===== src/hw/ctc_defs.vh =====
// Constants for the capture/compare timer register block
`ifndef CTC_DEFS_VH
`define CTC_DEFS_VH

// Register offsets in the extended function register space
`define CTC_ADDR_CTRL 8'hC0
`define CTC_ADDR_CAP1_HI 8'hC1
`define CTC_ADDR_CAP1_LO 8'hC2
`define CTC_ADDR_CAP2_HI 8'hC3
`define CTC_ADDR_CAP2_LO 8'hC4
`define CTC_ADDR_CMP1_HI 8'hC5
`define CTC_ADDR_CMP1_LO 8'hC6
`define CTC_ADDR_ROUTE 8'hC7
`define CTC_ADDR_CMP2_HI 8'hC9
`define CTC_ADDR_CMP2_LO 8'hCA
`define CTC_ADDR_SHD_HI 8'hCB
`define CTC_ADDR_SHD_LO 8'hCC

// Control register fields
`define CTC_CTRL_RATE 0
`define CTC_CTRL_CAP1_EDGE 1
`define CTC_CTRL_CAP2_EDGE 2
`define CTC_CTRL_CMP1_LVL 3
`define CTC_CTRL_CMP2_LVL 4
`define CTC_CTRL_SNAP 5
`define CTC_CTRL_RES_LO 6
`define CTC_CTRL_RES_HI 7

// Pin routing register fields
`define CTC_ROUTE_CAP1 0
`define CTC_ROUTE_CAP2 1
`define CTC_ROUTE_CMP1 2
`define CTC_ROUTE_CMP2 3
`define CTC_ROUTE_USED_MASK 8'h0F

// Reset values
`define CTC_RST_BYTE 8'h00
`define CTC_RST_WORD 16'h0000

// Timing: system clock and the two timer resolutions, in MHz
`define CTC_CLK_MHZ 100
`define CTC_FAST_MHZ 20
`define CTC_SLOW_MHZ 10
`define CTC_FAST_DIV (`CTC_CLK_MHZ / `CTC_FAST_MHZ)
`define CTC_SLOW_DIV (`CTC_CLK_MHZ / `CTC_SLOW_MHZ)
// Last prescaler count of each timer step, sized for the 4-bit prescaler
`define CTC_FAST_LAST 4'h4
`define CTC_SLOW_LAST 4'h9

`endif


===== src/hw/ctc_capture_chan.v =====
// One input-capture channel: pin synchroniser, edge pick and capture register
`timescale 1ns/10ps
`include "ctc_defs.vh"

module ctc_capture_chan #(
    parameter WIDTH = 16
) (
    // Clock and reset
    input wire i_clk,
    input wire i_sys_rst,
    // Pin and configuration
    input wire i_pin,
    input wire i_enable,
    input wire i_rising,
    // Timer and result
    input wire [WIDTH-1:0] i_timer,
    output wire [WIDTH-1:0] o_value,
    output wire o_event
);

    reg sync1_ff;
    reg sync2_ff;
    reg sync3_ff;
    reg level_ff;
    reg [WIDTH-1:0] value_ff;
    wire settled;
    wire changed;
    wire hit;

    // Only the second stage reads the first one
    always @(posedge i_clk) begin
        if (i_sys_rst) begin
            sync1_ff <= 1'b0;
            sync2_ff <= 1'b0;
            sync3_ff <= 1'b0;
        end else begin
            sync1_ff <= i_pin;
            sync2_ff <= sync1_ff;
            sync3_ff <= sync2_ff;
        end
    end

    // A change counts only once stages two and three agree
    assign settled = (sync2_ff == sync3_ff);
    assign changed = settled && (sync3_ff != level_ff);
    assign hit = changed && i_enable && (sync3_ff == i_rising);

    always @(posedge i_clk) begin
        if (i_sys_rst) begin
            level_ff <= 1'b0;
            value_ff <= {WIDTH{1'b0}};
        end else begin
            if (changed) begin
                level_ff <= sync3_ff;
            end
            if (hit) begin
                value_ff <= i_timer;
            end
        end
    end

    assign o_value = value_ff;
    assign o_event = hit;

endmodule


===== src/hw/ctc_timer_regs.v =====
// Capture/compare timer: free-running timer, channels, pin routing, registers
//
// How it works
// - Routing bit 0 ties pin one to capture one
// - Routing bit 1 ties pin two to capture two
// - Routing bit 2 lets compare one drive pin three
// - Routing bit 3 drives pin four; upper bits idle
// - Capture two result readable, high and low bytes
// - Compare one value, writable high/low bytes, reset zero
// - Compare two value, writable high/low bytes, reset zero
// - Timer shadow readable as two bytes, reset zero
// - Edge select: zero falling, one rising
// - Match level bit sets compare output value
// - Writing snapshot one copies timer to shadow
// - Rate bit: clear 20 MHz, set 10 MHz
`timescale 1ns/10ps
`include "ctc_defs.vh"

module ctc_timer_regs #(
    parameter TIMER_WIDTH = 16
) (
    // Clock and reset
    input wire i_clk,
    input wire i_sys_rst,
    // Special function register port
    input wire [7:0] i_sfr_addr,
    input wire i_sfr_wr,
    input wire [7:0] i_sfr_wdata,
    input wire i_sfr_rd,
    output wire [7:0] o_sfr_rdata,
    // General pins one to four, bit 0 is pin one
    input wire [3:0] i_gpio,
    output wire [3:0] o_gpio,
    output wire [3:0] o_gpio_oe_n,
    output wire [3:0] o_gpio_claimed,
    // Channel events
    output wire o_capture_one_event,
    output wire o_capture_two_event,
    output wire o_compare_one_match,
    output wire o_compare_two_match,
    // Pull-down selection bits kept for the front end
    output wire [1:0] o_pulldown_sel
);

    // ********************************
    // Registers and state
    // ********************************
    reg [7:0] timer_channel_control_ff;
    reg [7:0] timer_pin_routing_ff;
    reg [15:0] compare_one_ff;
    reg [15:0] compare_two_ff;
    reg [15:0] timer_shadow_ff;
    reg [15:0] timer_ff;
    reg [3:0] presc_ff;
    reg tick_d_ff;
    reg [1:0] cmp_out_ff;
    reg [7:0] rdata_ff;
    reg [7:0] nxt_rdata;
    reg [3:0] nxt_presc;
    reg tick;
    wire [15:0] capture_one_value;
    wire [15:0] capture_two_value;
    wire [1:0] cmp_hit;
    wire snap_req;

    wire capture_one_pin_enable = timer_pin_routing_ff[`CTC_ROUTE_CAP1];
    wire capture_two_pin_enable = timer_pin_routing_ff[`CTC_ROUTE_CAP2];
    wire compare_one_pin_enable = timer_pin_routing_ff[`CTC_ROUTE_CMP1];
    wire compare_two_pin_enable = timer_pin_routing_ff[`CTC_ROUTE_CMP2];
    wire timer_rate_select = timer_channel_control_ff[`CTC_CTRL_RATE];

    // ********************************
    // Free-running timer
    // ********************************
    // The prescaler reloads at the end of the current period, so a rate
    // change takes effect within one timer step without glitching the count
    always @* begin
        tick = 1'b0;
        nxt_presc = presc_ff + 4'h1;
        if (timer_rate_select) begin
            if (presc_ff >= `CTC_SLOW_LAST) begin
                tick = 1'b1;
            end
        end else begin
            if (presc_ff >= `CTC_FAST_LAST) begin
                tick = 1'b1;
            end
        end
        if (tick) begin
            nxt_presc = 4'h0;
        end
    end

    always @(posedge i_clk) begin
        if (i_sys_rst) begin
            presc_ff <= 4'h0;
            timer_ff <= `CTC_RST_WORD;
            tick_d_ff <= 1'b0;
        end else begin
            presc_ff <= nxt_presc;
            tick_d_ff <= tick;
            if (tick) begin
                timer_ff <= timer_ff + 16'h0001;
            end
        end
    end

    // ********************************
    // Capture channels
    // ********************************
    ctc_capture_chan #(
        .WIDTH(16)
    ) u_capture_one (
        .i_clk(i_clk),
        .i_sys_rst(i_sys_rst),
        .i_pin(i_gpio[0]),
        .i_enable(capture_one_pin_enable),
        .i_rising(timer_channel_control_ff[`CTC_CTRL_CAP1_EDGE]),
        .i_timer(timer_ff),
        .o_value(capture_one_value),
        .o_event(o_capture_one_event)
    );

    ctc_capture_chan #(
        .WIDTH(16)
    ) u_capture_two (
        .i_clk(i_clk),
        .i_sys_rst(i_sys_rst),
        .i_pin(i_gpio[1]),
        .i_enable(capture_two_pin_enable),
        .i_rising(timer_channel_control_ff[`CTC_CTRL_CAP2_EDGE]),
        .i_timer(timer_ff),
        .o_value(capture_two_value),
        .o_event(o_capture_two_event)
    );

    // ********************************
    // Compare channels
    // ********************************
    // Checked once per timer step so a match fires once, not for every
    // system clock in which the count sits at the compare value
    assign cmp_hit[0] = tick_d_ff && (timer_ff == compare_one_ff);
    assign cmp_hit[1] = tick_d_ff && (timer_ff == compare_two_ff);

    always @(posedge i_clk) begin
        if (i_sys_rst) begin
            cmp_out_ff <= 2'b00;
        end else begin
            if (cmp_hit[0]) begin
                cmp_out_ff[0] <= timer_channel_control_ff[`CTC_CTRL_CMP1_LVL];
            end
            if (cmp_hit[1]) begin
                cmp_out_ff[1] <= timer_channel_control_ff[`CTC_CTRL_CMP2_LVL];
            end
        end
    end

    assign o_compare_one_match = cmp_hit[0];
    assign o_compare_two_match = cmp_hit[1];

    // ********************************
    // Pin routing
    // ********************************
    // Capture pins are only ever inputs here; compare pins are driven only
    // while routed, otherwise the general pin logic owns them
    assign o_gpio = {cmp_out_ff[1], cmp_out_ff[0], 2'b00};
    assign o_gpio_oe_n[0] = 1'b1;
    assign o_gpio_oe_n[1] = 1'b1;
    assign o_gpio_oe_n[2] = ~compare_one_pin_enable;
    assign o_gpio_oe_n[3] = ~compare_two_pin_enable;
    assign o_gpio_claimed = timer_pin_routing_ff[3:0];

    // ********************************
    // Register writes
    // ********************************
    assign snap_req = i_sfr_wr && (i_sfr_addr == `CTC_ADDR_CTRL) &&
                      i_sfr_wdata[`CTC_CTRL_SNAP];

    always @(posedge i_clk) begin
        if (i_sys_rst) begin
            timer_channel_control_ff <= `CTC_RST_BYTE;
            timer_pin_routing_ff <= `CTC_RST_BYTE;
            compare_one_ff <= `CTC_RST_WORD;
            compare_two_ff <= `CTC_RST_WORD;
        end else if (i_sfr_wr) begin
            case (i_sfr_addr)
                `CTC_ADDR_CTRL: begin
                    // Snapshot bit is a strobe and is never stored
                    timer_channel_control_ff <= i_sfr_wdata & ~(8'h01 << `CTC_CTRL_SNAP);
                end
                `CTC_ADDR_ROUTE: begin
                    timer_pin_routing_ff <= i_sfr_wdata & `CTC_ROUTE_USED_MASK;
                end
                `CTC_ADDR_CMP1_HI: begin
                    compare_one_ff[15:8] <= i_sfr_wdata;
                end
                `CTC_ADDR_CMP1_LO: begin
                    compare_one_ff[7:0] <= i_sfr_wdata;
                end
                `CTC_ADDR_CMP2_HI: begin
                    compare_two_ff[15:8] <= i_sfr_wdata;
                end
                `CTC_ADDR_CMP2_LO: begin
                    compare_two_ff[7:0] <= i_sfr_wdata;
                end
                default: begin
                end
            endcase
        end
    end

    // Shadow only changes on a snapshot, so software reads both bytes of
    // one coherent count while the timer keeps running
    always @(posedge i_clk) begin
        if (i_sys_rst) begin
            timer_shadow_ff <= `CTC_RST_WORD;
        end else if (snap_req) begin
            timer_shadow_ff <= timer_ff;
        end
    end

    // ********************************
    // Register reads
    // ********************************
    always @* begin
        case (i_sfr_addr)
            `CTC_ADDR_CTRL: nxt_rdata = timer_channel_control_ff;
            `CTC_ADDR_CAP1_HI: nxt_rdata = capture_one_value[15:8];
            `CTC_ADDR_CAP1_LO: nxt_rdata = capture_one_value[7:0];
            `CTC_ADDR_CAP2_HI: nxt_rdata = capture_two_value[15:8];
            `CTC_ADDR_CAP2_LO: nxt_rdata = capture_two_value[7:0];
            `CTC_ADDR_CMP1_HI: nxt_rdata = compare_one_ff[15:8];
            `CTC_ADDR_CMP1_LO: nxt_rdata = compare_one_ff[7:0];
            `CTC_ADDR_ROUTE: nxt_rdata = timer_pin_routing_ff;
            `CTC_ADDR_CMP2_HI: nxt_rdata = compare_two_ff[15:8];
            `CTC_ADDR_CMP2_LO: nxt_rdata = compare_two_ff[7:0];
            `CTC_ADDR_SHD_HI: nxt_rdata = timer_shadow_ff[15:8];
            `CTC_ADDR_SHD_LO: nxt_rdata = timer_shadow_ff[7:0];
            default: nxt_rdata = 8'h00;
        endcase
    end

    always @(posedge i_clk) begin
        if (i_sys_rst) begin
            rdata_ff <= 8'h00;
        end else if (i_sfr_rd) begin
            rdata_ff <= nxt_rdata;
        end
    end

    assign o_sfr_rdata = rdata_ff;
    assign o_pulldown_sel = timer_channel_control_ff[`CTC_CTRL_RES_HI:`CTC_CTRL_RES_LO];

endmodule


===== config.mk =====
export PLATFORM = sky130hd
export DESIGN_NAME = ctc_timer_regs
export DESIGN_NICKNAME = d
export VERILOG_FILES = /design/src/hw/ctc_capture_chan.v /design/src/hw/ctc_timer_regs.v
export VERILOG_INCLUDE_DIRS = /design/src /design/src/hw
export SDC_FILE = /design/constraint.sdc
export NUM_CORES = 1
export LEC_CHECK = 0
export ABC_AREA = 0
export BUFFER_PORTS_ARGS = -buffer_cell sky130_fd_sc_hd__buf_4
export CAP_MARGIN = 0
export CORE_UTILIZATION = 60
export DETAILED_ROUTE_END_ITERATION = 6
export GPL_TIMING_DRIVEN = 1
export PLACE_DENSITY = 0.8
export REMOVE_ABC_BUFFERS = 1
export SYNTH_ARGS = -nofsm -noshare
export SYNTH_HDL_FRONTEND = slang
export SYNTH_SLANG_ARGS = --single-unit
export TNS_END_PERCENT = 10

===== constraint.sdc =====
create_clock -name i_clk -period 3.95 [get_ports i_clk]
set_input_delay 0.79 -clock i_clk [delete_from_list [all_inputs] [get_ports i_clk]]
set_output_delay 0.79 -clock i_clk [all_outputs]
set_load 0.05 [all_outputs]

==> flow_metrics.env <==
export IMPL_ys_seq_area_share_pct=41.56
export IMPL_pwr_share_clk_pct=52.1
export IMPL_fin_ws_ns=0.7272
export IMPL_yosysUniqueCellTypes=53
export IMPL_place_congestion=0.9348
export IMPL_layout_common_cells="dfxtp_1, nor2_1, mux2i_1, nand2_1, buf_4"
export IMPL_rsz0062_at_grt="false"
export IMPL_ys_warn_count=0
export IMPL_fp_dieW_um=104.2
export IMPL_powerDensity_nw_per_um2=432.8
export IMPL_crit_required_ns=3.16
export IMPL_path_clk_slew_ns=0.06
export IMPL_remaining_drc_errors=0
export IMPL_nNetsFinal=725
export IMPL_drt_iter0_markers=439
export IMPL_cts_buffers=17
export IMPL_antenna_found_initial=0
export IMPL_slew_violations=0
export IMPL_wl_um=16690
export IMPL_fin_skew_ns=0.006915
export IMPL_hold_viol=0
export IMPL_syn_cell_area_sq_um=6262
export IMPL_layout_commonest_cell="dfxtp_1"
export IMPL_boundaryPins=50
export IMPL_cpMaxStageDelayCell="dfxtp_1"
export IMPL_clock_latency_ns=0.53
export IMPL_peakVddDrop_v=0.0002383
export IMPL_hold_path_class="reg -> reg"
export IMPL_coreArea_sq_um=9955
export IMPL_viasPerCell=6.219
export IMPL_grt_pass1_vias=5096
export IMPL_fin_tns_setup_ns=0
export IMPL_ctsHoldBuffers=0
export IMPL_num_vias=5243
export IMPL_die_height_um=104.2
export IMPL_drive_gt1_share_pct=15.21
export IMPL_internal_power_uw=2376
export IMPL_min_period_over_period_pct=81.59
export IMPL_synth_area_leaders="dfxtp_1, mux2i_1, nor2_1"
export IMPL_cts_max_path_buffers=2
export IMPL_power_frac_seq_pct=43.4
export IMPL_die_area_sq_um=10850
export IMPL_grt_start_max_net_pins=69
export IMPL_setup_viol=0
export IMPL_ys_ff_latch=130
export IMPL_cts_resized=0
export IMPL_switchingPower_uw=695.8
export IMPL_wl_per_cell_um=19.80
export IMPL_cap_violations=0
export IMPL_crit_arrival_ns=2.43
export IMPL_min_period_ns=3.223
export IMPL_synth_edf_count=0
export IMPL_power_frac_comb_pct=4.5
export IMPL_grt_pass1_wl_um=26850
export IMPL_switching_share_pct=22.65
export IMPL_root_buffer="clkbuf_8"
export IMPL_slowest_delay_ns=0.60
export IMPL_initial_core_util_pct=62.91
export IMPL_cts_sinks=130
export IMPL_critical_path_max_fanout=9
export IMPL_cts_tree="done"
export IMPL_crit_chain="xor2_1, nor4_1, nand2_1, nor3_1, buf_4"
export IMPL_maxSlewHeadroom_pct=36.08
export IMPL_preCtsSetupSlack_ns=0.9735
export IMPL_holdPathStages=1
export IMPL_endpoint_kind="primary output"
export IMPL_worst_pin_slew_ns=0.9553
export IMPL_grt_use_total_pct=32.34
export IMPL_fmax_ghz=0.3103
export IMPL_synth_top_area_cell="dfxtp_1"
export IMPL_htreeDepth=4
export IMPL_status="completed"
export IMPL_cts_setup_buffers=0
export IMPL_yosys_most_used_dff="dfxtp_1"
export IMPL_overflow=0
export IMPL_syn_inst=688
export IMPL_syn_avg_cell_area_sq_um=9.102
export IMPL_worstSetupStartpointType="flop"
export IMPL_area_growth_pct=13.33
export IMPL_ant_nets=0
export IMPL_critPathKind="reg -> out"
export IMPL_place_hpwl_um=10680
export IMPL_r2r_cells=7
export IMPL_p_leak_uw=0.003177
export IMPL_synth_async_reset_ratio_pct=0
export IMPL_io_buffers=43
export IMPL_num_antenna_cells=0
export IMPL_num_rows=36
export IMPL_drt_pass1_iterations=5
export IMPL_synth_top_area_share_pct=41.56
==> Yosys cell counts, types with 9 or more instances <==
library cell,count
a22oi_1,11
xnor2_1,23
buf_2,23
nand2_1,64
clkbuf_1,24
mux2i_1,82
nor4_1,11
nand3_1,9
inv_1,10
nor2b_1,12
nor2_1,100
xor2_1,26
dfxtp_1,130
nor3_1,13
buf_4,13
a21oi_1,25
==> sequential cells by signal (all words and copies together), names as in the netlist <==
| register | flops |
|---|---|
| tick_d_ff | 1 |
| u_capture_one.sync1_ff | 1 |
| u_capture_one.sync3_ff | 1 |
| compare_two_ff | 16 |
| timer_channel_control_ff | 7 |
| timer_pin_routing_ff | 4 |
| cmp_out_ff | 2 |
| timer_shadow_ff | 16 |
| u_capture_one.o_value | 16 |
| u_capture_two.o_value | 16 |
| compare_one_ff | 16 |
| u_capture_two.sync2_ff | 1 |
| u_capture_two.sync1_ff | 1 |
| presc_ff | 4 |
| u_capture_one.level_ff | 1 |
| u_capture_two.level_ff | 1 |
| o_sfr_rdata | 8 |
| timer_ff | 16 |
| u_capture_two.sync3_ff | 1 |
| u_capture_one.sync2_ff | 1 |
==> cell families (layout without fill, tap and decap cells) <==
family                     Yosys count  in the layout  synth area share, %
xor gates and xnor gates            49             49                6.853
AOI/OAI and AO/OA                   84             84                9.231
DFF                                130            130                41.56
muxes                               94             94                15.98
other                                2              4               0.1199
adders and majority gates            4              4               0.7992
and+or+nand+nor                    249            249                19.06
buffers and inverters               76             96                6.394
==> power groups by stage <==
stage | logic, uW | clock network (uW) | registers, uW
2_1_floorplan | 57.9 | 0 | 1360
5_1_grt | 147 | 1680 | 1330
3_5_place_dp | 135 | 0 | 1360
4_1_cts | 136 | 1610 | 1330
6_report | 139 | 1600 | 1330
3_3_place_gp | 132 | 0 | 1360
==> per-stage QoR <==
stage	power, uW	area, sq um	utilization (%)	cells	hold WS [ns]
after floorplan	1415	5907	-	624	0.4138
after global routing	3156	7097	71.29	843	0.4530
after global placement	1491	6486	65.16	811	0.4166
after detailed placement	1495	6486	65.16	811	0.4285
final	3072	7097	71.29	843	0.4344
after CTS	3082	7097	71.29	843	0.4420
==> path summary, 6_finish.rpt <==
check,endpoint,start,slack [ns]
max reg2reg,timer_ff[11],presc_ff[1],1.70
max,o_compare_one_match,timer_ff[11],0.73
min,u_capture_one.sync2_ff,u_capture_one.sync1_ff,0.43
min reg2reg,u_capture_one.sync2_ff,u_capture_one.sync1_ff,0.43
==> metal layers <==
metal	routed length (um)	GRT usage, %	share of wire (%)
met5	0	0	0
met2	7480	50.57	45
met1	6617	39.86	40
met3	1691	7.581	10
met4	901	21.22	5.4
==> critical path, delay by kind of cell, from the launching register on <==
family	cells	cell delay, ns
DFF	1	0.60
xor gates and xnor gates	1	0.18
and+or+nand+nor	3	0.90
buffers and inverters	1	0.23
==> layout make-up <==
cell class,count,area (sq um)
Clock buffer,20,455.4
Timing Repair Buffer,54,405.4
Inverter,10,37.54
Multi-Input combinational cell,484,3274
Fill cell,742,2858
Tap cell,133,166.4
Sequential cell,130,2603
Clock inverter,12,155.1
(Power assumes the default switching activity.)
